## config.mk

```make
export PLATFORM = sky130hd
export DESIGN_NAME = sarct_top
export DESIGN_NICKNAME = d
export VERILOG_FILES = /design/src/hw/sarct_pkg.sv /design/src/hw/sarct_top.sv
export SDC_FILE = /design/constraint.sdc
export NUM_CORES = 1
export LEC_CHECK = 0
export ABC_CLOCK_PERIOD_IN_PS = 2650
export BUFFER_PORTS_ARGS = -buffer_cell sky130_fd_sc_hd__buf_4
export CAP_MARGIN = 20
export CELL_PAD_IN_SITES_DETAIL_PLACEMENT = 1
export CELL_PAD_IN_SITES_GLOBAL_PLACEMENT = 2
export CORE_ASPECT_RATIO = 1.75
export CORE_MARGIN = 2
export CORE_UTILIZATION = 30
export DETAILED_ROUTE_END_ITERATION = 7
export HOLD_SLACK_MARGIN = 0.05
export PLACE_DENSITY = 0.95
export SYNTH_ARGS = -nofsm -noshare
export SYNTH_HDL_FRONTEND = slang
export SYNTH_SLANG_ARGS = --single-unit
```

## constraint.sdc

```tcl
create_clock -name sys_clk -period 2.65 [get_ports sys_clk]
set_input_delay 0.1325 -clock sys_clk [delete_from_list [all_inputs] [get_ports sys_clk]]
set_output_delay 0.1325 -clock sys_clk [all_outputs]
set_load 0.05 [all_outputs]
```

## src/hw/sarct_pkg.sv

```systemverilog
package sarct_pkg;

  // register byte offsets
  localparam logic [4:0] OFF_CTRL_ONE   = 5'h00;
  localparam logic [4:0] OFF_CTRL_TWO   = 5'h04;
  localparam logic [4:0] OFF_CTRL_THREE = 5'h08;
  localparam logic [4:0] OFF_STATUS     = 5'h0C;
  localparam logic [4:0] OFF_MASK       = 5'h10;

  // field positions
  localparam int ACQ_LSB   = 2;
  localparam int DIV_LSB   = 4;
  localparam int PWR_BIT   = 6;
  localparam int START_BIT = 0;
  localparam int CONT_BIT  = 1;
  localparam int DAC0_BIT  = 4;
  localparam int DAC1_BIT  = 5;
  localparam int BUSY_BIT  = 7;
  localparam int EV_DONE   = 0;
  localparam int EV_REF    = 1;

  // values after reset
  localparam logic [7:0] RST_CTRL_ONE = 8'h00;
  localparam logic [1:0] RST_EVENTS   = 2'h0;

  // conversion clock counts
  localparam logic [3:0] CONV_CLKS = 4'hF;
  localparam logic [4:0] SYNC_CLKS = 5'h01;

  // bus answers
  localparam logic [1:0] RESP_OKAY   = 2'h0;
  localparam logic [1:0] RESP_SLVERR = 2'h2;

  typedef enum logic [1:0] {ST_IDLE, ST_ACQ, ST_SYNC, ST_CONV} sarct_state_t;

  typedef struct packed {
    logic        awvalid;
    logic [4:0]  awaddr;
    logic        wvalid;
    logic [31:0] wdata;
    logic [3:0]  wstrb;
    logic        bready;
    logic        arvalid;
    logic [4:0]  araddr;
    logic        rready;
  } sarct_axi_req_t;

  typedef struct packed {
    logic        awready;
    logic        wready;
    logic        bvalid;
    logic [1:0]  bresp;
    logic        arready;
    logic        rvalid;
    logic [31:0] rdata;
    logic [1:0]  rresp;
  } sarct_axi_rsp_t;

  typedef struct packed {
    logic track;
    logic sar_step;
    logic conv_done;
    logic busy;
    logic ref_on;
  } sarct_conv_t;

endpackage : sarct_pkg

```

## src/hw/sarct_top.sv

```systemverilog
// Notes on behaviour
// acquisition code zero tracks exactly one conversion clock before hold
// conversion clock is master clock divided by 1,2,4,8; code 2 gives 4
// conversion lasts acquisition clocks plus one sync plus fifteen steps
// continuous mode restarts at once when a conversion completes
// reference off after reset; on while converter or either dac enabled
// software waits about 65 ms after reference enable before converting
// software keeps the conversion clock between 400 kHz and 4 MHz
// busy flag is set for a whole conversion and cleared by hardware
// acquisition code n selects n+1 conversion clocks
`timescale 1ns/10ps
module sarct_top (
  // clock and reset
  input  wire logic                     sys_clk,
  input  wire logic                     rst,
  // register bus
  input  wire sarct_pkg::sarct_axi_req_t axi_req,
  output      sarct_pkg::sarct_axi_rsp_t axi_rsp,
  // converter timing
  output      sarct_pkg::sarct_conv_t    conv,
  // interrupt
  output      logic                     irq
);

  typedef struct packed {
    sarct_pkg::sarct_axi_rsp_t rsp;
    logic [7:0]                ctrl_one;
    logic                      cont;
    logic                      dac0;
    logic                      dac1;
    logic [1:0]                status;
    logic [1:0]                mask;
    logic [2:0]                div_cnt;
    logic                      tick;
    sarct_pkg::sarct_state_t   st;
    logic [3:0]                phase;
    logic [1:0]                acq;
    sarct_pkg::sarct_conv_t    out;
    logic                      irq;
    logic [4:0]                tick_cnt;
  } sarct_regs_t;

  sarct_regs_t q_ff;
  sarct_regs_t nxt_q;

  logic [1:0] div_sel;
  logic [1:0] acq_sel;
  logic       pwr;
  assign div_sel = q_ff.ctrl_one[sarct_pkg::DIV_LSB +: 2];
  assign acq_sel = q_ff.ctrl_one[sarct_pkg::ACQ_LSB +: 2];
  assign pwr     = q_ff.ctrl_one[sarct_pkg::PWR_BIT];

  always_comb begin
    logic [31:0] rd;
    logic        hit;
    logic        start;
    logic [2:0]  ratio_m1;
    rd       = 32'h0000_0000;
    hit      = 1'b1;
    start    = 1'b0;
    ratio_m1 = 3'((4'h1 << div_sel) - 4'h1);
    nxt_q    = q_ff;
    nxt_q.rsp.awready     = 1'b0;
    nxt_q.rsp.wready      = 1'b0;
    nxt_q.rsp.arready     = 1'b0;
    nxt_q.out.sar_step    = 1'b0;
    nxt_q.out.conv_done   = 1'b0;

    // write: address and data taken together, one write in flight
    if (axi_req.awvalid && axi_req.wvalid && !q_ff.rsp.awready &&
        !q_ff.rsp.bvalid) begin
      nxt_q.rsp.awready = 1'b1;
      nxt_q.rsp.wready  = 1'b1;
    end
    if (q_ff.rsp.awready) begin
      nxt_q.rsp.bvalid = 1'b1;
      nxt_q.rsp.bresp  = sarct_pkg::RESP_OKAY;
      if (axi_req.wstrb[0]) begin
        case (axi_req.awaddr)
          sarct_pkg::OFF_CTRL_ONE: begin
            nxt_q.ctrl_one = axi_req.wdata[7:0];
          end
          sarct_pkg::OFF_CTRL_TWO: begin
            nxt_q.cont = axi_req.wdata[sarct_pkg::CONT_BIT];
            nxt_q.dac0 = axi_req.wdata[sarct_pkg::DAC0_BIT];
            nxt_q.dac1 = axi_req.wdata[sarct_pkg::DAC1_BIT];
            start      = axi_req.wdata[sarct_pkg::START_BIT];
          end
          sarct_pkg::OFF_MASK: begin
            nxt_q.mask = axi_req.wdata[1:0];
          end
          sarct_pkg::OFF_CTRL_THREE, sarct_pkg::OFF_STATUS: begin
          end
          default: begin
            nxt_q.rsp.bresp = sarct_pkg::RESP_SLVERR;
          end
        endcase
      end
    end
    if (q_ff.rsp.bvalid && axi_req.bready) begin
      nxt_q.rsp.bvalid = 1'b0;
    end

    // read: status clears when read, events below may set again
    if (axi_req.arvalid && !q_ff.rsp.arready && !q_ff.rsp.rvalid) begin
      nxt_q.rsp.arready = 1'b1;
    end
    if (q_ff.rsp.arready) begin
      case (axi_req.araddr)
        sarct_pkg::OFF_CTRL_ONE: begin
          rd[7:0] = q_ff.ctrl_one;
        end
        sarct_pkg::OFF_CTRL_TWO: begin
          rd[sarct_pkg::CONT_BIT] = q_ff.cont;
          rd[sarct_pkg::DAC0_BIT] = q_ff.dac0;
          rd[sarct_pkg::DAC1_BIT] = q_ff.dac1;
        end
        sarct_pkg::OFF_CTRL_THREE: begin
          rd[sarct_pkg::BUSY_BIT] = q_ff.out.busy;
        end
        sarct_pkg::OFF_STATUS: begin
          rd[1:0]      = q_ff.status;
          nxt_q.status = sarct_pkg::RST_EVENTS;
        end
        sarct_pkg::OFF_MASK: begin
          rd[1:0] = q_ff.mask;
        end
        default: begin
          hit = 1'b0;
        end
      endcase
      nxt_q.rsp.rvalid = 1'b1;
      nxt_q.rsp.rdata  = rd;
      nxt_q.rsp.rresp  = hit ? sarct_pkg::RESP_OKAY
                             : sarct_pkg::RESP_SLVERR;
    end
    if (q_ff.rsp.rvalid && axi_req.rready) begin
      nxt_q.rsp.rvalid = 1'b0;
    end

    // conversion clock enable, free running
    if (q_ff.div_cnt >= ratio_m1) begin
      nxt_q.div_cnt = 3'h0;
      nxt_q.tick    = 1'b1;
    end else begin
      nxt_q.div_cnt = q_ff.div_cnt + 3'h1;
      nxt_q.tick    = 1'b0;
    end

    // conversion sequence counted in conversion clocks
    case (q_ff.st)
      sarct_pkg::ST_IDLE: begin
        if (pwr && (start || q_ff.cont)) begin
          nxt_q.st        = sarct_pkg::ST_ACQ;
          nxt_q.phase     = 4'h0;
          nxt_q.acq       = acq_sel;
          nxt_q.out.track = 1'b1;
          nxt_q.out.busy  = 1'b1;
        end
      end
      sarct_pkg::ST_ACQ: begin
        if (q_ff.tick) begin
          if (q_ff.phase[1:0] == q_ff.acq) begin
            nxt_q.st        = sarct_pkg::ST_SYNC;
            nxt_q.phase     = 4'h0;
            nxt_q.out.track = 1'b0;
          end else begin
            nxt_q.phase = q_ff.phase + 4'h1;
          end
        end
      end
      sarct_pkg::ST_SYNC: begin
        if (q_ff.tick) begin
          nxt_q.st = sarct_pkg::ST_CONV;
        end
      end
      sarct_pkg::ST_CONV: begin
        if (q_ff.tick) begin
          nxt_q.out.sar_step = 1'b1;
          if (q_ff.phase == sarct_pkg::CONV_CLKS - 4'h1) begin
            nxt_q.out.conv_done = 1'b1;
            nxt_q.phase         = 4'h0;
            if (pwr && q_ff.cont) begin
              nxt_q.st        = sarct_pkg::ST_ACQ;
              nxt_q.acq       = acq_sel;
              nxt_q.out.track = 1'b1;
            end else begin
              nxt_q.st       = sarct_pkg::ST_IDLE;
              nxt_q.out.busy = 1'b0;
            end
          end else begin
            nxt_q.phase = q_ff.phase + 4'h1;
          end
        end
      end
      default: begin
        nxt_q.st = sarct_pkg::ST_IDLE;
      end
    endcase
    // powering down abandons a conversion in progress
    if (!pwr) begin
      nxt_q.st        = sarct_pkg::ST_IDLE;
      nxt_q.out.track = 1'b0;
      nxt_q.out.busy  = 1'b0;
      // an aborted conversion must not report a result
      nxt_q.out.sar_step  = 1'b0;
      nxt_q.out.conv_done = 1'b0;
    end

    // reference follows converter and dac enables
    nxt_q.out.ref_on = pwr || q_ff.dac0 || q_ff.dac1;

    // events set after the read clear so a coincident event survives
    if (nxt_q.out.conv_done) begin
      nxt_q.status[sarct_pkg::EV_DONE] = 1'b1;
    end
    if (nxt_q.out.ref_on && !q_ff.out.ref_on) begin
      nxt_q.status[sarct_pkg::EV_REF] = 1'b1;
    end
    nxt_q.irq = |(nxt_q.status & nxt_q.mask);

    // conversion clocks seen during one conversion, for checking only
    if (q_ff.st == sarct_pkg::ST_IDLE) begin
      nxt_q.tick_cnt = 5'h00;
    end else if (q_ff.out.conv_done) begin
      nxt_q.tick_cnt = q_ff.tick ? 5'h01 : 5'h00;
    end else if (q_ff.tick) begin
      nxt_q.tick_cnt = q_ff.tick_cnt + 5'h01;
    end
  end

  always_ff @(posedge sys_clk) begin
    if (rst) begin
      q_ff          <= '0;
      q_ff.ctrl_one <= sarct_pkg::RST_CTRL_ONE;
      q_ff.status   <= sarct_pkg::RST_EVENTS;
      q_ff.st       <= sarct_pkg::ST_IDLE;
    end else begin
      q_ff <= nxt_q;
    end
  end

  assign axi_rsp = q_ff.rsp;
  assign conv    = q_ff.out;
  assign irq     = q_ff.irq;

  a_acq_one_clk: assert property (@(posedge sys_clk) disable iff (rst)
    (q_ff.st == sarct_pkg::ST_ACQ && q_ff.acq == 2'h0 && q_ff.tick && pwr)
    |=> q_ff.st == sarct_pkg::ST_SYNC && !q_ff.out.track)
    else $error("acquisition code zero did not hold after one clock");

  a_div_by_four: assert property (@(posedge sys_clk) disable iff (rst)
    (q_ff.tick && div_sel == 2'h2 && $past(div_sel) == 2'h2)
    |=> (!q_ff.tick && div_sel == 2'h2) [*3] ##1 q_ff.tick)
    else $error("divide by four tick spacing wrong");

  // a continuous restart relatches the code at the done edge, so use the old
  a_conv_length: assert property (@(posedge sys_clk) disable iff (rst)
    q_ff.out.conv_done
    |-> q_ff.tick_cnt == {3'h0, $past(q_ff.acq)} + 5'h01
                         + sarct_pkg::SYNC_CLKS
                         + {1'b0, sarct_pkg::CONV_CLKS})
    else $error("conversion length not acquisition plus sixteen");

  a_cont_restart: assert property (@(posedge sys_clk) disable iff (rst)
    (q_ff.st == sarct_pkg::ST_CONV && q_ff.tick && q_ff.cont && pwr &&
     q_ff.phase == 4'hE)
    |=> q_ff.out.conv_done && q_ff.out.busy &&
        q_ff.st == sarct_pkg::ST_ACQ)
    else $error("continuous mode did not restart at once");

  a_ref_follow: assert property (@(posedge sys_clk) disable iff (rst)
    ##1 q_ff.out.ref_on == $past(pwr || q_ff.dac0 || q_ff.dac1))
    else $error("reference enable does not follow enables");

  a_busy_span: assert property (@(posedge sys_clk) disable iff (rst)
    q_ff.out.busy == (q_ff.st != sarct_pkg::ST_IDLE))
    else $error("busy flag disagrees with conversion in progress");

  a_busy_clear: assert property (@(posedge sys_clk) disable iff (rst)
    $fell(q_ff.out.busy) && pwr |-> q_ff.out.conv_done)
    else $error("busy cleared without conversion end");

  a_acq_len: assert property (@(posedge sys_clk) disable iff (rst)
    q_ff.st == sarct_pkg::ST_ACQ |-> q_ff.phase[1:0] <= q_ff.acq &&
                                     q_ff.phase[3:2] == 2'h0)
    else $error("acquisition ran past selected length");

  a_hold_phase: assert property (@(posedge sys_clk) disable iff (rst)
    (q_ff.st == sarct_pkg::ST_SYNC || q_ff.st == sarct_pkg::ST_CONV)
    |-> !q_ff.out.track)
    else $error("track still high after acquisition");

  a_sync_len: assert property (@(posedge sys_clk) disable iff (rst)
    (q_ff.st == sarct_pkg::ST_SYNC && q_ff.tick && pwr)
    |=> q_ff.st == sarct_pkg::ST_CONV && q_ff.phase == 4'h0)
    else $error("synchronisation did not last one clock");

  a_step_conv: assert property (@(posedge sys_clk) disable iff (rst)
    q_ff.out.sar_step
    |-> $past(q_ff.st == sarct_pkg::ST_CONV && q_ff.tick))
    else $error("step pulse outside a conversion clock");

  a_ref_reset: assert property (@(posedge sys_clk) disable iff (rst)
    $fell(rst) |-> !q_ff.out.ref_on)
    else $error("reference on after reset");

endmodule : sarct_top

```

==> results.md <==
* VDD IR-drop max at 0.2591 mV
* Max Root-Sink Buffers at 2
* Setup slack at placement at 628.1 ps
* Routed WL at 5821 um
* ANT cells at 0
* Top-area cell type share of the netlist area at 36.72%
* Postcts setup bufs at 0
* Core area at 8313 um2
* IO Port Bufs at 46
* Cell Area, Synth at 2562 um2
* Starting density of the core at 30.82%
* Setup TNS at 0 ps
* Final hold violations at 0
* # IOs at 100
* Post-synth cell types at 49
* Initial antenna violation count at 0
* Leak at 1.220 nW
* CTS Buf Count at 5
* Status: finished, final reports clean
* CP max stage cell: dfxtp_1
* Power density cells at 538.5 nW/um2
* Worst hold path type: primary input to flop
* Gate Count Post-Synth at 293
* Clk root buf: clkbuf_16
* Pwr Total at 1.592 mW
* Fmax at 494.4 MHz
* Seq/Total Area, Yosys at 36.72%
* Post-synth EDFFs at 0
* Startpoint types: flop
* Final #Nets at 384
* Wire per inst at 13.41 um
* Largest net degree at the start of global routing at 44
* Setup ws final at 627.4 ps
* Tot GR Track Use at 13.07%
* Synth-to-Final Area Change at 15.38%
* Final setup viols at 0
* Final HPWL DP at 4536 um
* CP Cell Sequence: ha_1 -> nand2_1 -> o21ai_0 -> or3b_1 -> a21oi_1
* Share of cells above drive strength 1 at 19.12%
* DP Cell Count at 425
* H-tree Lvls at 2
* Maximum capacitance violations at 0
* Post_cts resized at 0
* Final instance area at 2957 um2
* Syn. warnings at 0
* Yosys top cell by area: dfxtp_1
* Initial DRC count at 36
* Worst-path clk slew at 60 ps
* CP endpoint kind: flop
* Hold depth at 3
* Vias per cell at 4.671
* Avg Cell Area, Syn at 8.746 um2
* Cell depth of the worst flop-to-flop path at 5
* Final Max Tran Viols at 0
* Worst Path Class, Setup: flop to flop
* DRT antenna net count at 0
* Max incr delay on CP at 420 ps
* Async S/R FF share, synth at 0%
* Top post-synthesis cells by area: dfxtp_1, buf_4, mux2i_1
* RSZ-0062 raised after global routing: no
* Worst rel slew slack at 62.82%
* Critical path data required time at 2870 ps
* WP data arrival at 2240 ps
* Vias at 2027
* Hold WS at 89.93 ps
* Ys flop type: dfxtp_1
* DRC at 0
* Final min period at 2023 ps
* Number of global-route vias before repair at 2063
* Worst Skew at 7.500 ps
* Die area at 9326 um2
* GPL Wtd Cong at 0.7851
* Clk_lat worst skew at 290 ps
* Final Non-Filler Cells at 434
* First-pass DRT Iterations at 4
* TritonCTS clock tree: yes
* Period utilization at 76.32%
* Synthesized flop and latch total at 47
* Most frequent cell after synthesis: dfxtp_1
* CP Max Fanout at 10
* Commonest cells post-synth: dfxtp_1, buf_4, nor2_1
* Die width at 73.87 um
* Worst slew pin tran at 552.6 ps
* Num Clock Sinks at 47
* DP Area at 2778 um2
* First-pass GRT wire length at 9515 um
* Final design utilization at 35.57%
* Row count at 44
* Total global routing overflow at 0
* Die height at 126.3 um
-- repair_timing --
item                                    4_1_cts  5_1_grt
hold endpoints to repair                      2        0
hold buffers                                  2        0
endpoints found under the setup margin        0        0
-- cells by family after synthesis --
group | after synthesis | share of synthesized area, %
XOR/XNOR | 3 | 1.026
multiplexers | 20 | 7.812
AO/OA/AOI/OAI | 55 | 13.97
AND/OR/NAND/NOR | 86 | 17.63
adder cells (fa/ha/maj) | 12 | 5.859
buffers and inverters | 69 | 16.85
flip-flops | 47 | 36.72
other | 1 | 0.1463
-- state kept, by name, summed over array words and instances, names as in the netlist --
| name | flops |
|---|---|
| pwr | 1 |
| conv | 5 |
| q_ff | 22 |
| irq | 1 |
| acq_sel | 2 |
| div_sel | 2 |
| axi_rsp | 14 |
-- final timing paths --
check              startpoint          to  slack (ps)
setup / recovery     q_ff[18]    q_ff[14]         630
hold / removal    axi_req[14]  acq_sel[0]          90
setup reg to reg     q_ff[18]    q_ff[14]         630
hold reg to reg      q_ff[20]    q_ff[20]         450
-- routing by layer --
layer	up-vias	share of wire, %	track usage (%)
met4	0	2.4	5.882
met1	986	34	12.47
met2	50	60	25.84
met3	8	3.0	1.760
li1	983	-	-
met5	-	0	0
-- area by class of cell --
cell class                 count  area (um2)
clock buffer                   6       128.9
clock inverter                 1       30.03
fill                        1006        5356
inverter                      13       48.80
multi-input combinational    202        1284
sequential                    47       940.9
tap                          115       143.9
timing repair buffer          50       380.4
-- worst max-delay path: cells and delay by family, from the launching register on --
kind | cells | cell delay, ps
fa+ha+maj | 1 | 410
compound gates | 2 | 540
simple gates | 2 | 590
flops | 1 | 420
-- report_power, final --
part / total (mW) / internal, mW / leakage (nW) / switching (mW)
Sequential: 0.720 / 0.713 / 0.380 / 0.00684
Clock: 0.686 / 0.440 / 0.0769 / 0.246
Combinational: 0.186 / 0.0446 / 0.763 / 0.142
-- placed cells by master (no fill, tap or decap), types with 5 or more instances in the layout --
cell,count
nand2b_1,5
nor2_1,34
nand2_1,14
a21oi_1,17
o21ai_0,12
nor3_1,5
ha_1,12
clkbuf_16,5
inv_1,12
dfxtp_1,47
conb_1,26
buf_4,48
mux2i_1,20
Power figures use the tool's default switching activity.
